**src/rtl/fpp_pkg.sv**
```systemverilog
// Constants and types shared by the four phase fetch and execute pipeline.
package fpp_pkg;
  localparam int unsigned FPP_PHASES = 4;
  localparam int unsigned FPP_ADDR_W = 11;
  localparam int unsigned FPP_INSTR_W = 15;
  localparam int unsigned FPP_DATA_W = 8;
  localparam logic [10:0] FPP_RESET_PC = 11'h000;
  localparam logic [14:0] FPP_NOP_WORD = 15'h0000;
  // Opcode field sits in the top four bits of the instruction word.
  localparam int unsigned FPP_OP_MSB = 14;
  localparam int unsigned FPP_OP_LSB = 11;
  localparam logic [3:0] FPP_OP_NOP = 4'h0;
  localparam logic [3:0] FPP_OP_LDI = 4'h1;
  localparam logic [3:0] FPP_OP_ADD = 4'h2;
  localparam logic [3:0] FPP_OP_SUB = 4'h3;
  localparam logic [3:0] FPP_OP_AND = 4'h4;
  localparam logic [3:0] FPP_OP_OR = 4'h5;
  localparam logic [3:0] FPP_OP_XOR = 4'h6;
  localparam logic [3:0] FPP_OP_RL = 4'h7;
  localparam logic [3:0] FPP_OP_RR = 4'h8;
  localparam logic [3:0] FPP_OP_INC = 4'h9;
  localparam logic [3:0] FPP_OP_DEC = 4'hA;
  localparam logic [3:0] FPP_OP_SZ = 4'hB;
  localparam logic [3:0] FPP_OP_JMP = 4'hC;
  localparam logic [3:0] FPP_OP_CALL = 4'hD;
  localparam logic [3:0] FPP_OP_RET = 4'hE;

  // Gray sequence along the phase ring.
  typedef enum logic [1:0] {
    FPP_FETCH_PHASE = 2'h0,
    FPP_DECODE_PHASE = 2'h1,
    FPP_EXEC_PHASE = 2'h3,
    FPP_WRITE_PHASE = 2'h2
  } fpp_phase_t;
endpackage

```
**src/rtl/fpp_alu_if.sv**
```systemverilog
// Interface carrying operands and results between sequencer and ALU.
`timescale 1ns/1ps
interface fpp_alu_if;
  logic [3:0] op;
  logic [7:0] acc;
  logic [7:0] imm;
  logic [7:0] result;
  logic zero;
  modport seq (output op, output acc, output imm, input result, input zero);
  modport alu (input op, input acc, input imm, output result, output zero);
endinterface

```
**src/rtl/fpp_alu.sv**
```systemverilog
// Eight bit arithmetic and logic unit.
`timescale 1ns/1ps
module fpp_alu
  import fpp_pkg::*;
(
  fpp_alu_if.alu bus
);
  always_comb begin
    case (bus.op)
      FPP_OP_LDI: bus.result = bus.imm;
      FPP_OP_ADD: bus.result = bus.acc + bus.imm;
      FPP_OP_SUB: bus.result = bus.acc - bus.imm;
      FPP_OP_AND: bus.result = bus.acc & bus.imm;
      FPP_OP_OR: bus.result = bus.acc | bus.imm;
      FPP_OP_XOR: bus.result = bus.acc ^ bus.imm;
      FPP_OP_RL: bus.result = {bus.acc[6:0], bus.acc[7]};
      FPP_OP_RR: bus.result = {bus.acc[0], bus.acc[7:1]};
      FPP_OP_INC: bus.result = bus.acc + 8'h01;
      FPP_OP_DEC: bus.result = bus.acc - 8'h01;
      default: bus.result = bus.acc;
    endcase
  end

  // Branch decision: skip condition tests the accumulator for zero.
  assign bus.zero = (bus.acc == 8'h00);
endmodule // fpp_alu

```
**src/rtl/fpp_pipeline.sv**
```systemverilog
// Four phase fetch and execute pipeline sequencer for a small 8-bit core.
//
// Summary of operation
// - Four non-overlapping phases are derived from the system clock and one pass is one cycle.
// - The program counter advances at the end of the fetch phase, when the fetched word is sampled.
// - Decode and execution take place in the cycle after the fetch cycle, in its execute phase.
// - The next fetch overlaps execution of the current word, giving one word per cycle.
// - Jumps, calls and returns take two cycles: one to get the target and one to branch.
// - An 8-bit ALU carries data through the accumulator; NOP, SZ, JMP, CALL and RET leave it unchanged.
// - A taken skip discards the prefetched word and runs a dummy cycle instead.
`timescale 1ns/1ps
module fpp_pipeline
  import fpp_pkg::*;
#(
  parameter int unsigned STACK_DEPTH = 6
) (
  input wire logic clk_sys_i,
  input wire logic reset_n_i,
  input wire logic [14:0] instr_word_i,
  output logic [10:0] fetch_addr_o,
  output logic fetch_strobe_o,
  output logic [3:0] phase_o,
  output logic [7:0] acc_o,
  output logic zero_flag_o,
  output logic flush_o
);
  // ---------------------------------------------------------------
  // Phase ring
  // ---------------------------------------------------------------
  fpp_phase_t phase_r;
  fpp_phase_t phase_nxt;

  always_comb begin
    case (phase_r)
      FPP_FETCH_PHASE: phase_nxt = FPP_DECODE_PHASE;
      FPP_DECODE_PHASE: phase_nxt = FPP_EXEC_PHASE;
      FPP_EXEC_PHASE: phase_nxt = FPP_WRITE_PHASE;
      FPP_WRITE_PHASE: phase_nxt = FPP_FETCH_PHASE;
      default: phase_nxt = FPP_FETCH_PHASE;
    endcase
  end

  always_ff @(posedge clk_sys_i or negedge reset_n_i) begin
    if (!reset_n_i) begin
      phase_r <= FPP_FETCH_PHASE;
    end else begin
      phase_r <= phase_nxt;
    end
  end

  logic [3:0] phase_oh_r;
  always_ff @(posedge clk_sys_i or negedge reset_n_i) begin
    if (!reset_n_i) begin
      phase_oh_r <= 4'h1;
    end else begin
      phase_oh_r <= {phase_oh_r[2:0], phase_oh_r[3]};
    end
  end
  assign phase_o = phase_oh_r;

  wire logic in_fetch = (phase_r == FPP_FETCH_PHASE);
  wire logic in_exec = (phase_r == FPP_EXEC_PHASE);
  wire logic end_cycle = (phase_r == FPP_WRITE_PHASE);

  // ---------------------------------------------------------------
  // Fetch and program counter
  // ---------------------------------------------------------------
  logic [10:0] pc_r;
  logic [14:0] ir_r;
  logic ir_valid_r;
  logic branch_pend_r;
  logic [10:0] target_r;
  logic redirect_r;
  logic [10:0] redirect_pc_r;
  logic kill_r;
  logic [14:0] pf_r;
  logic pf_valid_r;

  // The word on instr_word_i is sampled at the end of the fetch phase.
  // During a redirect the fetch goes straight to the branch target, not to the old count.
  assign fetch_addr_o = redirect_r ? redirect_pc_r : pc_r;
  assign fetch_strobe_o = in_fetch;
  assign flush_o = kill_r;

  wire logic [3:0] ex_op = ir_r[FPP_OP_MSB:FPP_OP_LSB];
  wire logic ex_live = ir_valid_r && !kill_r;
  wire logic is_branch = (ex_op == FPP_OP_JMP) || (ex_op == FPP_OP_CALL) ||
                         (ex_op == FPP_OP_RET);

  // ---------------------------------------------------------------
  // Return stack
  // ---------------------------------------------------------------
  logic [10:0] stack_r [STACK_DEPTH];
  logic [2:0] sp_r;
  wire logic [2:0] sp_top = (sp_r == 3'h0) ? 3'h0 : sp_r - 3'h1;

  fpp_alu_if alu_bus ();
  fpp_alu u_alu (.bus(alu_bus));
  logic [7:0] acc_r;
  logic zero_r;
  assign alu_bus.op = ex_op;
  assign alu_bus.acc = acc_r;
  assign alu_bus.imm = ir_r[7:0];
  assign acc_o = acc_r;
  assign zero_flag_o = zero_r;

  wire logic skip_taken = ex_live && !branch_pend_r && (ex_op == FPP_OP_SZ) && alu_bus.zero;

  // The fetched word waits in pf_r while the previous word executes, so fetch and
  // execution overlap and each word runs in the cycle after its fetch.
  always_ff @(posedge clk_sys_i or negedge reset_n_i) begin
    if (!reset_n_i) begin
      pc_r <= FPP_RESET_PC;
      pf_r <= FPP_NOP_WORD;
      pf_valid_r <= 1'b0;
    end else if (in_fetch) begin
      pf_r <= instr_word_i;
      pf_valid_r <= 1'b1;
      pc_r <= fetch_addr_o + 11'h001;
    end
  end

  always_ff @(posedge clk_sys_i or negedge reset_n_i) begin
    if (!reset_n_i) begin
      ir_r <= FPP_NOP_WORD;
      ir_valid_r <= 1'b0;
    end else if (end_cycle) begin
      ir_r <= pf_r;
      ir_valid_r <= pf_valid_r;
    end
  end

  // Branch first cycle latches the target; second cycle redirects fetch.
  always_ff @(posedge clk_sys_i or negedge reset_n_i) begin
    if (!reset_n_i) begin
      branch_pend_r <= 1'b0;
      target_r <= FPP_RESET_PC;
      redirect_r <= 1'b0;
      redirect_pc_r <= FPP_RESET_PC;
    end else begin
      if (in_exec && ex_live && is_branch && !branch_pend_r) begin
        branch_pend_r <= 1'b1;
        target_r <= (ex_op == FPP_OP_RET) ? stack_r[sp_top] : ir_r[10:0];
      end else if (end_cycle && branch_pend_r) begin
        branch_pend_r <= 1'b0;
      end
      if (end_cycle) begin
        redirect_r <= branch_pend_r;
        redirect_pc_r <= target_r;
      end else if (in_fetch) begin
        redirect_r <= 1'b0;
      end
    end
  end

  // A branch or taken skip turns the word already prefetched in its cycle into a dummy.
  // Fetch still runs in the dummy cycle, so the throughput loss is exactly one cycle.
  always_ff @(posedge clk_sys_i or negedge reset_n_i) begin
    if (!reset_n_i) begin
      kill_r <= 1'b0;
    end else if (end_cycle) begin
      kill_r <= skip_taken || (ex_live && is_branch);
    end
  end

  always_ff @(posedge clk_sys_i or negedge reset_n_i) begin
    if (!reset_n_i) begin
      sp_r <= 3'h0;
      for (int i = 0; i < STACK_DEPTH; i++) begin
        stack_r[i] <= FPP_RESET_PC;
      end
    end else if (in_exec && ex_live && !branch_pend_r) begin
      if (ex_op == FPP_OP_CALL && sp_r < 3'(STACK_DEPTH)) begin
        // This cycle's fetch already moved pc past the next word, so step back by one.
        stack_r[sp_r] <= pc_r - 11'h001;
        sp_r <= sp_r + 3'h1;
      end else if (ex_op == FPP_OP_RET && sp_r != 3'h0) begin
        sp_r <= sp_r - 3'h1;
      end
    end
  end

  // ---------------------------------------------------------------
  // Execute
  // ---------------------------------------------------------------
  always_ff @(posedge clk_sys_i or negedge reset_n_i) begin
    if (!reset_n_i) begin
      acc_r <= 8'h00;
      zero_r <= 1'b0;
    end else if (in_exec && ex_live && !is_branch && ex_op != FPP_OP_SZ &&
                 ex_op != FPP_OP_NOP) begin
      acc_r <= alu_bus.result;
      zero_r <= (alu_bus.result == 8'h00);
    end
  end

  // ---------------------------------------------------------------
  // Checks
  // ---------------------------------------------------------------
  phase_ring_a: assert property (@(posedge clk_sys_i) disable iff (!reset_n_i)
    in_fetch |=> !in_fetch [*3] ##1 in_fetch) else $error("phase ring broken");
  onehot_phase_a: assert property (@(posedge clk_sys_i) disable iff (!reset_n_i)
    $onehot(phase_oh_r) && (phase_oh_r[0] == in_fetch)) else $error("phase not one-hot");
  pc_advance_a: assert property (@(posedge clk_sys_i) disable iff (!reset_n_i)
    in_fetch && !redirect_r |=> pc_r == $past(pc_r) + 11'h001) else $error("pc not advanced");
  pc_hold_a: assert property (@(posedge clk_sys_i) disable iff (!reset_n_i)
    !in_fetch |=> $stable(pc_r)) else $error("pc moved outside fetch");
  acc_exec_only_a: assert property (@(posedge clk_sys_i) disable iff (!reset_n_i)
    !in_exec |=> $stable(acc_r)) else $error("acc changed outside execute");
  flush_quiet_a: assert property (@(posedge clk_sys_i) disable iff (!reset_n_i)
    kill_r && in_exec |=> $stable(acc_r) && $stable(sp_r)) else $error("flushed word ran");
  skip_dummy_a: assert property (@(posedge clk_sys_i) disable iff (!reset_n_i)
    skip_taken && end_cycle |=> kill_r) else $error("skip did not flush");
  branch_two_a: assert property (@(posedge clk_sys_i) disable iff (!reset_n_i)
    in_exec && ex_live && is_branch && !branch_pend_r |->
      ##2 (in_fetch && redirect_r && kill_r) ##4 (in_fetch && !redirect_r && !kill_r))
    else $error("branch not two cycles");
  alu_load_a: assert property (@(posedge clk_sys_i) disable iff (!reset_n_i)
    in_exec && ex_live && ex_op == FPP_OP_LDI |=> acc_r == $past(ir_r[7:0]))
    else $error("alu result lost");
  fetch_overlap_a: assert property (@(posedge clk_sys_i) disable iff (!reset_n_i)
    in_fetch |=> pf_r == $past(instr_word_i)) else $error("fetch missed");
  ir_handoff_a: assert property (@(posedge clk_sys_i) disable iff (!reset_n_i)
    end_cycle |=> ir_r == $past(pf_r)) else $error("prefetch not handed over");
endmodule // fpp_pipeline

```
**config.mk**
```make
export PLATFORM = sky130hd
export DESIGN_NAME = fpp_pipeline
export DESIGN_NICKNAME = d
export VERILOG_FILES = /design/src/rtl/fpp_pkg.sv /design/src/rtl/fpp_alu_if.sv /design/src/rtl/fpp_alu.sv /design/src/rtl/fpp_pipeline.sv
export SDC_FILE = /design/constraint.sdc
export NUM_CORES = 1
export LEC_CHECK = 0
export BUFFER_PORTS_ARGS = -buffer_cell sky130_fd_sc_hd__buf_4
export CORE_UTILIZATION = 40
export CTS_CLUSTER_DIAMETER = 40
export DETAILED_ROUTE_END_ITERATION = 16
export SYNTH_ARGS = -nofsm -noshare
export SYNTH_HDL_FRONTEND = slang
export SYNTH_HIERARCHICAL = 1
export SYNTH_SLANG_ARGS = --single-unit
```
**constraint.sdc**
```tcl
create_clock -name clk_sys_i -period 5.6 [get_ports clk_sys_i]
set_input_delay 0.84 -clock clk_sys_i [delete_from_list [all_inputs] [get_ports clk_sys_i]]
set_output_delay 0.84 -clock clk_sys_i [all_outputs]
set_load 0.05 [all_outputs]
```
# --- After elaboration in Yosys (flattened, before gate mapping) ---
# Index checks and enable logic that the tools add are counted.
op_classes:
  addsub: 8
  n_eq_ne: 18
  reduce_logical: 33
  n_mux: 17
  bitwise_logic: 5
  order_cmp: 4
op_table:
  columns: ["cell", "n"]
  rows:
  - ["$pmux 8 s10", 1]
  - ["$bwmux 66", 1]
  - ["$mux 11", 5]
  - ["$bmux 11 s3", 1]
  - ["$demux 11 s3", 1]
  - ["$eq 4x4->1 const B", 7]
  - ["$eq 4x3->1 const B", 4]
  - ["$logic_and 1x1->1", 16]
  - ["$logic_not 8->1", 2]
  - ["$add 11x1->11 const B", 1]
  - ["$sub 11x1->11 const B", 1]
  - ["$mux 3", 3]
  - ["$add 8x1->8 const B", 1]
  - ["$add 8x8->8", 1]
  - ["$and 8x8->8", 1]
  - ["$eq 4x2->1 const B", 2]
  - ["$ge 4x4->1 const B", 2]
  - ["$not 3->4", 2]
  - ["$or 8x8->8", 1]
  - ["$pmux 2 s4", 1]
  - ["$sub 8x1->8 const B", 1]
  - ["$sub 8x8->8", 1]
  - ["$xor 8x8->8", 1]
  - ["$reduce_bool 2->1", 3]
  - ["other kinds (16)", 25]
totals:
  input_bits: 17
  elab_cells: 106
  output_inout_bits: 26
  regBits: 152

# --- Longest topological paths before layout ---
# Gate-level depths: netlist of the first run.
logic_depth:
  word_depth: 7
  ltp_mapped: 17
  depth_no_buf: 17

# --- Modules after synthesis ---
# Netlist of the first run, hierarchy kept.
modules_own_cells:
  columns: ["mod", "cells_each", "instances", "area_per_inst_um2"]
  rows:
  - ["fpp_pipeline", 629, 1, 7215.7]
  - ["fpp_alu", 225, 1, 1517.7]

# --- Worst setup path before layout of the first run ---
# OpenSTA, ideal clock, no wires.
synth_path:
  path_type: "reg-to-reg"
  start: "register redirect_r"
  end: "register pc_r[10]"
  path_stages_with_launch: 9
  synth_period_minus_slack_ps: 3270
  required_time_ps: 5469
  path_slack_ps: 2330
  t_arrival_ps: 3138
  cell_sequence: "dfrtp_1 -> buf_2 -> buf_1 -> o21ai_0 -> ha_1 -> inv_1 -> a211oi_1 -> and4_1 -> o31ai_1"
synth_via:
  elab_chain_cells: 2
synth_rtl:
  columns: ["element", "line", "text"]
  rows:
  - ["start, declared", "fpp_pipeline.sv:73", "logic redirect_r;"]
  - ["start signal, assigned", "fpp_pipeline.sv:148", "redirect_r <= branch_pend_r;"]
  - ["$mux 11", "fpp_pipeline.sv:81", "assign fetch_addr_o = redirect_r ? redirect_pc_r : pc_r;"]
  - ["net fetch_addr_o[1]", "fpp_pipeline.sv:20", "output logic [10:0] fetch_addr_o,"]
  - ["$add 11x1->11", "fpp_pipeline.sv:119", "pc_r <= fetch_addr_o + 11'h001;"]
  - ["end signal, assigned", "fpp_pipeline.sv:119", null]
  - ["end, declared", "fpp_pipeline.sv:68", "logic [10:0] pc_r;"]
# The timed path passes the listed nets, and every way through them passes these cells.
# A chain may end at the register's enable or synchronous reset.

# --- Worst setup path after layout of the first run ---
layout_path:
  start: "register ir_r[1]"
  end: "register zero_r (netlist: zero_flag_o)"
layout_via:
  elab_chain_cells: 3
  elab_cells_between_ends: 7
  cone_classes: "add/sub (2); mux (1); bitwise (3); reduce/logical (1)"
layout_rtl:
  columns: ["element", "line", "text"]
  rows:
  - ["start, declared", "fpp_pipeline.sv:69", "logic [14:0] ir_r;"]
  - ["start signal, assigned", "fpp_pipeline.sv:128", "ir_r <= pf_r;"]
  - ["$sub 8x8->8 or $add 8x8->8 (tied branches)", "fpp_alu.sv:12, fpp_alu.sv:11", null]
  - ["$pmux 8 s10 (*)", "fpp_alu.sv:9", "case (bus.op)"]
  - ["net alu_bus.result[7]", "fpp_alu_if.sv:7", "logic [7:0] result;"]
  - ["$logic_not 8->1 (*)", "fpp_pipeline.sv:193", "zero_r <= (alu_bus.result == 8'h00);"]
  - ["end signal, assigned", "fpp_pipeline.sv:193", null]
  - ["end, declared", "fpp_pipeline.sv:100", "logic zero_r;"]
# The timed path passes the listed nets; every way through them passes the cells marked *.

==> impl_metrics.json, run 1 <==
{
  "cts-buffers-inserted": 17,
  "die_w_um": 149.8,
  "ys_seq_area_share_pct": 43.57,
  "yosys_register_bits": 152,
  "required_ns": 5.96,
  "clock_path_buffers": 2,
  "p_per_area_mw_per_mm2": 429.5,
  "synth_most_common_cell": "dfrtp_1",
  "post-place-ws_ns": 2.038,
  "synth_top_cell_by_area": "dfrtp_1",
  "synth_top_family_by_area": "multiplexers",
  "synth_compound_area_share_pct": 12.92,
  "die_h_um": 149.8,
  "top_layer": "met4",
  "first_global_vias": 6456,
  "drv_cap": 0,
  "path_class": "reg -> reg",
  "fin_ws_ns": 2.027,
  "slew_headroom_pct": 28.08,
  "cts_root_buf": "clkbuf_16",
  "dp_hpwl_um": 15120,
  "worst_ep_arrival_time_ns": 3.93,
  "drc_errors": 0,
  "synth-main-ff-cell": "dfrtp_1",
  "rows": 53,
  "avgRoutedWirePerCell_um": 19.54,
  "p_total_mw": 4.222,
  "drv_slew": 0,
  "avgSynthCellArea_um2": 10.23,
  "synth_top_area_share_pct": 43.27,
  "setup_viol": 0,
  "drt_iter0_markers": 465,
  "wl_met1_um": 10890,
  "final.setup.tns_ns": 0,
  "grt_max_degree": 89,
  "status": "finished clean",
  "ir_drop_mv": 0.2401,
  "end_kind": "flop",
  "grt_use_total_pct": 21.32,
  "first_pass_iters": 7,
  "hold_class": "reg -> reg",
  "hold_viol_final": 0,
  "multi_input_area_mm2": 0.004502,
  "antenna_found_initial": 0,
  "portBuffers": 42,
  "seqCellArea_mm2": 0.003805,
  "wl_um": 22640,
  "initial_core_util_pct": 41.16,
  "synth.top_cells.by_area": "dfrtp_1 (43%), mux2_2 (13%), ha_1 (4.3%), nand2_1 (3.8%), o21ai_0 (3.0%)",
  "coreArea_mm2": 0.02122,
  "drive_gt1_share_pct": 23.19,
  "met2_length_um": 10200,
  "syn_area_mm2": 0.008733,
  "clk_pin_slew_worst_paths_ns": 0.07,
  "rsz0062_at_grt": "no",
  "gp_congestion": 0.9563,
  "skew_ns": 0.01372,
  "crit_fanout": 6,
  "detailroute.wirelength.met3_um": 1102,
  "cts_tree": "done",
  "h-tree-depth": 4,
  "overflow": 0,
  "fmax_ghz": 0.2799,
  "layout.nets": 919,
  "boundaryPins": 43,
  "synthCells": 854,
  "cts-hold-fix-buffers": 0,
  "synthMuxAreaShare_pct": 17.09,
  "setup.worst_path.start_class": "flop",
  "synth-simple-area-share_pct": 14.21,
  "vias": 6607,
  "grt_pass1_wl_um": 36430,
  "worst-slew-pin-transition_ns": 1.079,
  "cts.sinks": 152,
  "synthTopCellsByCount": "dfrtp_1 (151), mux2_2 (97), nand2_1 (88), o21ai_0 (52), inv_1 (45)",
  "area_delta_synth_final_pct": 12.56,
  "die-area_mm2": 0.02243,
  "drtAntennaViolNets": 0,
  "syn_nets": 902,
  "yosys.area_share.xor_xnor_pct": 2.607,
  "p_leak_nw": 4.361,
  "yosysWarnings": 6,
  "synth-async-reset-ratio_pct": 100.0,
  "fillers": 2038,
  "synth_cell_type_count": 69,
  "clk_latency_ns": 0.44,
  "cts_resized": 0,
  "synth_edf_count": 0,
  "synthAdderAreaFrac_pct": 4.527,
  "via_per_inst": 5.701,
  "post-route-period-util_pct": 63.80,
  "min_period_ns": 3.573,
  "postCtsSetupBuffers": 0,
  "antenna_cells": 0
}
==> kinds of logic after synthesis <==
logic type / Yosys count
compound gates: 169
xor+xnor: 26
fa+ha+maj: 31
buf+inv: 103
flops: 152
mux: 130
simple gates: 243
==> worst paths after layout <==
| path | startpoint | end | slack (ns) | depth (start not counted) |
|---|---|---|---|---|
| min in group asynchronous | reset_n_i | phase_o[3] | 0.49 | 1 |
| min | phase_o[2] | phase_o[3] | 0.39 | 0 |
| max | ir_r[1] | zero_flag_o | 2.03 | 17 |
| max reg2reg | ir_r[1] | zero_flag_o | 2.03 | 17 |
| min reg2reg | phase_o[2] | phase_o[3] | 0.39 | 0 |
| max in group asynchronous | reset_n_i | pc_r[0] | 3.76 | 2 |
==> cells in the final DEF (no fill, tap or decap), types with 4 or more instances in the layout <==
cell type / instances
a31oi_1: 6
a21oi_1: 21
a311oi_1: 11
o21ai_0: 52
nor3_1: 30
xor2_1: 8
inv_8: 7
inv_1: 45
ha_1: 30
a211oi_1: 4
clkbuf_16: 17
nand2b_1: 9
mux4_2: 5
nor3b_1: 11
buf_4: 53
nand2_1: 88
nor2_1: 33
a32oi_1: 6
a211o_1: 12
dfrtp_1: 151
o22ai_1: 4
nand3b_1: 4
a21boi_0: 10
xnor2_1: 18
mux2_2: 97
nand4_1: 8
a22oi_1: 5
o31ai_1: 17
mux2i_1: 25
nand3_1: 28
==> metal layers <==
metal	GRT usage (%)	vias to the layer above
li1	-	3119
met1	30.58	3284
met2	32.29	179
met3	3.384	25
met4	7.778	0
met5	0	-
==> sequential cells by signal, indices dropped and copies added (netlist names) <==
signal and flops:
stack_r 66, ir_r 15, pf_r 15, pc_r 11, redirect_pc_r 11, target_r 11, acc_o 8, phase_o 4
sp_r 3, phase_r 2, branch_pend_r 1, flush_o 1, ir_valid_r 1, pf_valid_r 1, redirect_r 1, zero_flag_o 1
==> critical path, cell delays in order (launching register included) <==
cell and delay, ns:
dfrtp_1 0.43, inv_1 0.15, ha_1 0.27, or3b_1 0.45
nor3_1 0.32, o21ai_0 0.13, nand2_1 0.08, nand2_1 0.05
a32oi_1 0.17, ha_1 0.29, a21oi_1 0.18, nand2_1 0.06
o21ai_0 0.20, xnor2_1 0.15, o21ai_1 0.09, nor4_1 0.28
nand2_1 0.08, mux2i_1 0.12
==> area by class of cell <==
type	instances	share of cell area [%]
flip-flops and latches	152	38.70
multi-input cells	599	45.79
repair buffers	54	4.162
clock buffers	17	4.327
well taps	275	3.500
clock inverters	15	1.718
inverters	47	1.795
==> per-stage QoR <==
step	instance area, um2	hold WS, ns	std cells	utilization [%]
floorplan	8733	0.4285	854	-
global placement	9236	0.3697	1127	43.53
detailed placement	9236	0.3630	1127	43.53
CTS	9831	0.3887	1159	46.33
global route	9831	0.4046	1159	46.33
finish	9831	0.3866	1159	46.33
==> power by group <==
part           total (mW)  switching, mW  internal (mW)
clock network        1.15          0.545          0.602
logic                1.61           1.07          0.534
registers            1.47          0.218           1.25
Note: power is estimated with default switching activity, not from simulation.
==> run 2, diff against run 1 <==
ABC_AREA = 1   (was not set)
clock period = 3.56 ns   (was 5.6 ns; I/O delays follow)
==> run 2 against run 1 <==
Net effect: sequential cell count unchanged; clock power up 67%; worst hold slack worse by 0.26 ns; critical path depth up 2; sequential power up 50%; power up 64%; critical path type unchanged.
==> impl_metrics.json, run 2 <==
{
  "status": "finished clean",
  "first_pass_iters": 5,
  "die_w_um": 149.2,
  "vias": 7442,
  "crit_fanout": 11,
  "synth-main-ff-cell": "dfrtp_1",
  "reg_top3": "stack_r (66), ir_r (15), pf_r (15)",
  "post-route-period-util_pct": 89.02,
  "synth_cell_type_count": 43,
  "drv_slew": 0,
  "cts_tree": "done",
  "p_leak_nw": 5.031,
  "drt_iter0_markers": 500,
  "yosysWarnings": 6,
  "avgRoutedWirePerCell_um": 15.78,
  "synth_edf_count": 0,
  "clock_path_buffers": 2,
  "ir_drop_mv": 0.3206,
  "worst-slew-pin-transition_ns": 0.8099,
  "clk_latency_ns": 0.42,
  "fin_ws_ns": 0.3907,
  "antenna_cells": 0,
  "yosys_register_bits": 152,
  "grt_max_degree": 68,
  "initial_core_util_pct": 40.98,
  "slew_headroom_pct": 45.95,
  "avgSynthCellArea_um2": 7.526,
  "ys_seq_area_share_pct": 43.89,
  "final_common_cell": "nand2_1",
  "coreArea_mm2": 0.02115,
  "drc_errors": 0,
  "setup_viol": 0,
  "top_register": "stack_r",
  "cts_root_buf": "clkbuf_16",
  "wl_um": 23300,
  "gp_congestion": 0.8970,
  "fmax_ghz": 0.3155,
  "grt_use_total_pct": 21.86,
  "synth_top_cell_by_area": "dfrtp_1",
  "first_global_vias": 7102,
  "rsz0062_at_grt": "no",
  "skew_ns": 0.01150,
  "rows": 53,
  "postLayoutCoreUtil_pct": 46.63,
  "die-area_mm2": 0.02227,
  "synthTopCellsByCount": "nand2_1 (452), dfrtp_1 (151), inv_1 (98), nor2_1 (70), o21ai_0 (68)",
  "drv_cap": 0,
  "antenna_found_initial": 0,
  "drive_gt1_share_pct": 12.74,
  "layout.nets": 1236,
  "hold_viol_final": 0,
  "synth_top_area_share_pct": 43.58,
  "required_ns": 3.89,
  "hold_class": "in -> async",
  "portBuffers": 42,
  "via_per_inst": 5.042,
  "post-place-ws_ns": 0.2616,
  "boundaryPins": 43,
  "dp_hpwl_um": 15950,
  "holdWs_ns": 0.1232,
  "synth-async-reset-ratio_pct": 100.0,
  "syn_area_mm2": 0.008670,
  "path_class": "reg -> reg",
  "end_kind": "flop",
  "overflow": 0,
  "h-tree-depth": 4,
  "die_h_um": 149.2,
  "setup.worst_path.start_class": "flop",
  "cts-buffers-inserted": 17,
  "crit_top_cell": "nand2_1",
  "clk_pin_slew_worst_paths_ns": 0.07,
  "crit_chain": "inv_1 -> nor2_1 -> nand2_2 -> nand2_4 -> nor2_8 -> a21oi_1 -> inv_1 -> fa_1 -> inv_1 -> nand3_1 -> nand2_1 -> nand2_1 -> nand2_1 -> o22ai_1 -> nor3_1 -> o21ai_0 -> nor4_2 -> nand2_1 -> o21ai_0",
  "cts.sinks": 152,
  "critPathMaxStageDelay_ns": 0.42,
  "synth.top_cells.by_area": "dfrtp_1 (44%), nand2_1 (20%), ha_1 (4.3%), inv_1 (4.2%), o21ai_0 (3.9%)",
  "slowest_stage": "dfrtp_1",
  "synth_most_common_cell": "nand2_1",
  "grt_pass1_wl_um": 37570,
  "drtAntennaViolNets": 0,
  "p_per_area_mw_per_mm2": 703.5,
  "final.setup.tns_ns": 0,
  "largest_reg_flops": 66,
  "worst_ep_arrival_time_ns": 3.50,
  "area_delta_synth_final_pct": 13.77,
  "synthCells": 1152,
  "regToRegSetupSlack_ns": 0.39,
  "layout_common_cells": "nand2_1 (451), dfrtp_1 (151), inv_1 (98)",
  "min_period_ns": 3.169,
  "syn_nets": 1200
}
## run 2: cell count changes in the layout (fill, tap and decap cells not counted), moves of 25 or more
cell / delta
mux2i_1: -25
nor2_1: +35
mux2_2: -97
inv_1: +53
o21ai_1: +31
nand2_1: +363
## run 2: path summary, 6_finish.rpt
path / startpoint / cells past startpoint / endpoint
worst min register to register: phase_o[1] / 0 / phase_o[2]
worst max register to register: ir_r[14] / 19 / zero_flag_o
min in group clk_sys_i: instr_word_i[10] / 3 / pf_r[10]
max in group asynchronous: reset_n_i / 2 / phase_o[0]
worst min-delay path: reset_n_i / 1 / pf_r[7]
worst max-delay path: ir_r[14] / 19 / zero_flag_o
## run 2: cell families after synthesis
kind of cell               synth area share (%)
DFF                                       43.89
adders and majority gates                 4.561
xor gates and xnor gates                  1.313
and+or+nand+nor                           30.93
buffers and inverters                     7.606
AOI/OAI and AO/OA                         11.70
## run 2: repair_timing
action,4_1_cts,5_1_grt
gates resized for setup,0,2
hold buffers,0,0
endpoints found under the setup margin,0,1
setup buffers,0,0
## run 2: worst max-delay path: cells and delay by family, from the launching register on
kind | cells | cell delay (ns)
and+or+nand+nor | 11 | 1.46
AOI/OAI and AO/OA | 4 | 0.55
DFF | 1 | 0.42
adders and majority gates | 1 | 0.41
buffers and inverters | 3 | 0.26
## run 2: layer usage
layer	wire length, um	part of all wire, %	track usage [%]	vias up
li1	-	-	-	3748
met1	11290	48	30.95	3486
met2	10620	46	34.44	190
met3	1081	4.6	3.517	18
met4	311	1.3	6.020	0
met5	0	0	0	-
## run 2: final cells by class
| type | count | area (um2) |
|---|---|---|
| clock buffers | 18 | 439.2 |
| inverters | 113 | 424.2 |
| well taps | 275 | 344.1 |
| flip-flops and latches | 152 | 3805 |
| multi-input cells | 847 | 4219 |
| clock inverters | 14 | 187.7 |
| fillers | 2123 | 11290 |
| repair buffers | 57 | 444.2 |
## run 2: per-stage QoR
step / cells / area (um2) / power, mW
floorplan: 1152 / 8670 / 4.175
global placement: 1444 / 9228 / 4.993
detailed placement: 1444 / 9228 / 5.015
CTS: 1476 / 9854 / 6.960
global route: 1476 / 9863 / 7.410
finish: 1476 / 9863 / 6.939
## run 2: where the power goes
| part | total, mW | internal (mW) | switching, mW |
|---|---|---|---|
| logic | 2.81 | 0.850 | 1.96 |
| clock network | 1.92 | 1.14 | 0.780 |
| registers | 2.20 | 1.94 | 0.261 |
==> run 3, diff against run 2 <==
BUFFER_PORTS_ARGS = not set   (was -buffer_cell sky130_fd_sc_hd__buf_4)
DONT_BUFFER_PORTS = 1   (was not set)
SYNTH_HIERARCHICAL = not set   (was 1)
==> run 3 against run 2 <==
Net effect: the run now ends with negative hold slack left; register-to-register slack improved by 0.16 ns; worst hold slack got worse by 0.33 ns; die area down 6.0%; count of clock-buffer cells in the layout is the same; setup slack better by 0.16 ns; sequential cell count is the same; largest cell class unchanged; largest power group is now sequential cells; highest routed layer unchanged.
==> impl_metrics.json, run 3 <==
{
  "regToRegSetupSlack_ns": 0.55,
  "status": "complete, but fails checks",
  "avgSynthCellArea_um2": 7.769,
  "synthCells": 1048,
  "rows": 51,
  "clk_latency_ns": 0.43,
  "yosysWarnings": 0,
  "final_common_cell": "nand2_1",
  "worst-slew-pin-transition_ns": 0.8428,
  "layout_common_cells": "nand2_1 (302), dfrtp_1 (151), o21ai_0 (150)",
  "dp_hpwl_um": 15080,
  "p_leak_nw": 4.244,
  "area_delta_synth_final_pct": 10.33,
  "grt_max_degree": 153,
  "skew_ns": 0.01463,
  "hold_viol_final": 151,
  "r2r_start": "ir_r[14]",
  "layout.nets": 1091,
  "final.setup.tns_ns": 0,
  "gp_congestion": 0.9223,
  "reg_top3": "stack_r (66), ir_r (15), pf_r (15)",
  "cts_resized": 0,
  "worstRegToRegCells": 16,
  "post-route-period-util_pct": 84.54,
  "antenna_found_initial": 0,
  "largest_reg_flops": 66,
  "end_kind": "flop",
  "internal-power_mw": 3.485,
  "yosys_register_bits": 152,
  "first_pass_iters": 6,
  "grt_use_total_pct": 22.00,
  "die_h_um": 144.7,
  "boundaryPins": 43,
  "syn_area_mm2": 0.008142,
  "synth_cell_type_count": 38,
  "seqCellArea_mm2": 0.003805,
  "syn_nets": 1097,
  "synth_top_area_share_pct": 46.41,
  "crit_top_cell": "inv_1",
  "required_ns": 3.88,
  "top_register": "stack_r",
  "cpLargestDelayFamily": "simple AND/OR/NAND/NOR gates",
  "holdWs_ns": -0.2034,
  "die_w_um": 144.7,
  "coreArea_mm2": 0.01972,
  "drive_gt1_share_pct": 7.109,
  "synth-async-reset-ratio_pct": 100.0,
  "p_seq_share_pct": 37.1,
  "p_total_mw": 5.989,
  "p_per_area_mw_per_mm2": 666.7,
  "cts.sinks": 152,
  "path_class": "reg -> reg",
  "first_global_vias": 6421,
  "cts_root_buf": "clkbuf_16",
  "fmax_ghz": 0.3323,
  "violations": "negative hold slack",
  "drv_cap": 0,
  "via_per_inst": 5.230,
  "path_buf_inv": 3,
  "min_period_ns": 3.010,
  "postLayoutCoreUtil_pct": 45.55,
  "swShare_pct": 41.81,
  "hold_class": "in -> async",
  "cts-buffers-inserted": 17,
  "combinationalPowerShare_pct": 34.3,
  "synthTopCellsByCount": "nand2_1 (302), dfrtp_1 (151), o21ai_0 (151), nor2_1 (86), inv_1 (82)",
  "synth_edf_count": 0,
  "ir_drop_mv": 0.3653,
  "slew_headroom_pct": 43.65,
  "overflow": 0,
  "worst_ep_arrival_time_ns": 3.32,
  "avgRoutedWirePerCell_um": 16.33,
  "clock_path_buffers": 2,
  "fillers": 1956,
  "cts_tree": "done",
  "portBuffers": 0,
  "dpl-instance-area_mm2": 0.008437,
  "crit_fanout": 10,
  "grt_pass1_wl_um": 34840,
  "setup_viol": 0,
  "initial_core_util_pct": 41.29,
  "wl_um": 21560,
  "slowest_stage": "fa_1",
  "critPathMaxStageDelay_ns": 0.43,
  "synth_most_common_cell": "nand2_1",
  "multi_input_area_mm2": 0.003842,
  "clkPwrFrac_pct": 28.5,
  "synth_top_cell_by_area": "dfrtp_1",
  "drv_slew": 0,
  "postCtsSetupBuffers": 0,
  "clk_pin_slew_worst_paths_ns": 0.07,
  "design_area_mm2": 0.008982,
  "synth-main-ff-cell": "dfrtp_1",
  "synth.top_cells.by_area": "dfrtp_1 (46%), nand2_1 (14%), o21ai_0 (9.3%), ha_1 (4.8%), nand3_1 (4.1%)",
  "ys_seq_area_share_pct": 46.73,
  "die-area_mm2": 0.02093,
  "rsz0062_at_grt": "no",
  "drtAntennaViolNets": 0,
  "drc_errors": 0,
  "p_switching_mw": 2.504,
  "drt_iter0_markers": 581,
  "antenna_cells": 0,
  "h-tree-depth": 4,
  "rr_endpoint": "zero_flag_o",
  "vias": 6903,
  "setup.worst_path.start_class": "flop",
  "crit_chain": "inv_1 -> nor2_1 -> nand2_2 -> nand2_2 -> nor2_4 -> a21oi_1 -> inv_1 -> fa_1 -> inv_1 -> nand4_1 -> nand4_1 -> nand3_1 -> a31oi_1 -> nor2_1 -> nand2_1 -> nand2_1"
}
==> run 3: cells by family (layout without fill, tap and decap cells) <==
kind of cell,after synthesis,in the layout,share of synthesized area [%]
AOI/OAI and AO/OA,227,227,15.35
and+or+nand+nor,488,488,24.67
buffers and inverters,130,137,6.193
DFF,152,152,46.73
adders and majority gates,32,32,5.010
xor gates and xnor gates,19,19,2.044
==> run 3: final cells by class <==
class / count / share of cell area, %
inverters: 88 / 3.677
repair buffers: 17 / 1.421
clock buffers: 18 / 4.778
multi-input cells: 766 / 42.78
well taps: 265 / 3.691
clock inverters: 14 / 1.295
flip-flops and latches: 152 / 42.36
==> run 3: how the worst max path moves through the flow <==
stage / from / endpoint / slack [ns] / depth (start not counted)
after floorplan: redirect_r / pc_r[10] / 0.84 / 11
after global placement: ir_r[14] / zero_flag_o / 0.68 / 15
after detailed placement: ir_r[14] / zero_flag_o / 0.64 / 16
after CTS: ir_r[14] / zero_flag_o / 0.62 / 16
after global routing: ir_r[14] / zero_flag_o / 0.27 / 15
final: ir_r[14] / zero_flag_o / 0.55 / 16
==> run 3: metrics by stage <==
step	setup slack (ns)	std cells
finish	0.5504	1320
global route	0.2712	1320
CTS	0.6178	1320
detailed placement	0.6385	1288
global placement	0.6788	1288
floorplan	0.8407	1048
==> run 3: per-layer routing <==
metal	track usage, %	routed length, um
met1	32.47	10740
met2	32.77	9541
met3	3.718	977
met4	6.704	302
met5	0	0
==> run 3: power groups by stage <==
stage               registers [mW]  clock network (mW)  logic (mW)
floorplan                     2.20                   0        1.49
global placement              2.25                   0        2.02
detailed placement            2.25                   0        2.04
CTS                           2.22                1.75        2.05
global route                  2.25                1.81        2.31
finish                        2.22                1.71        2.06
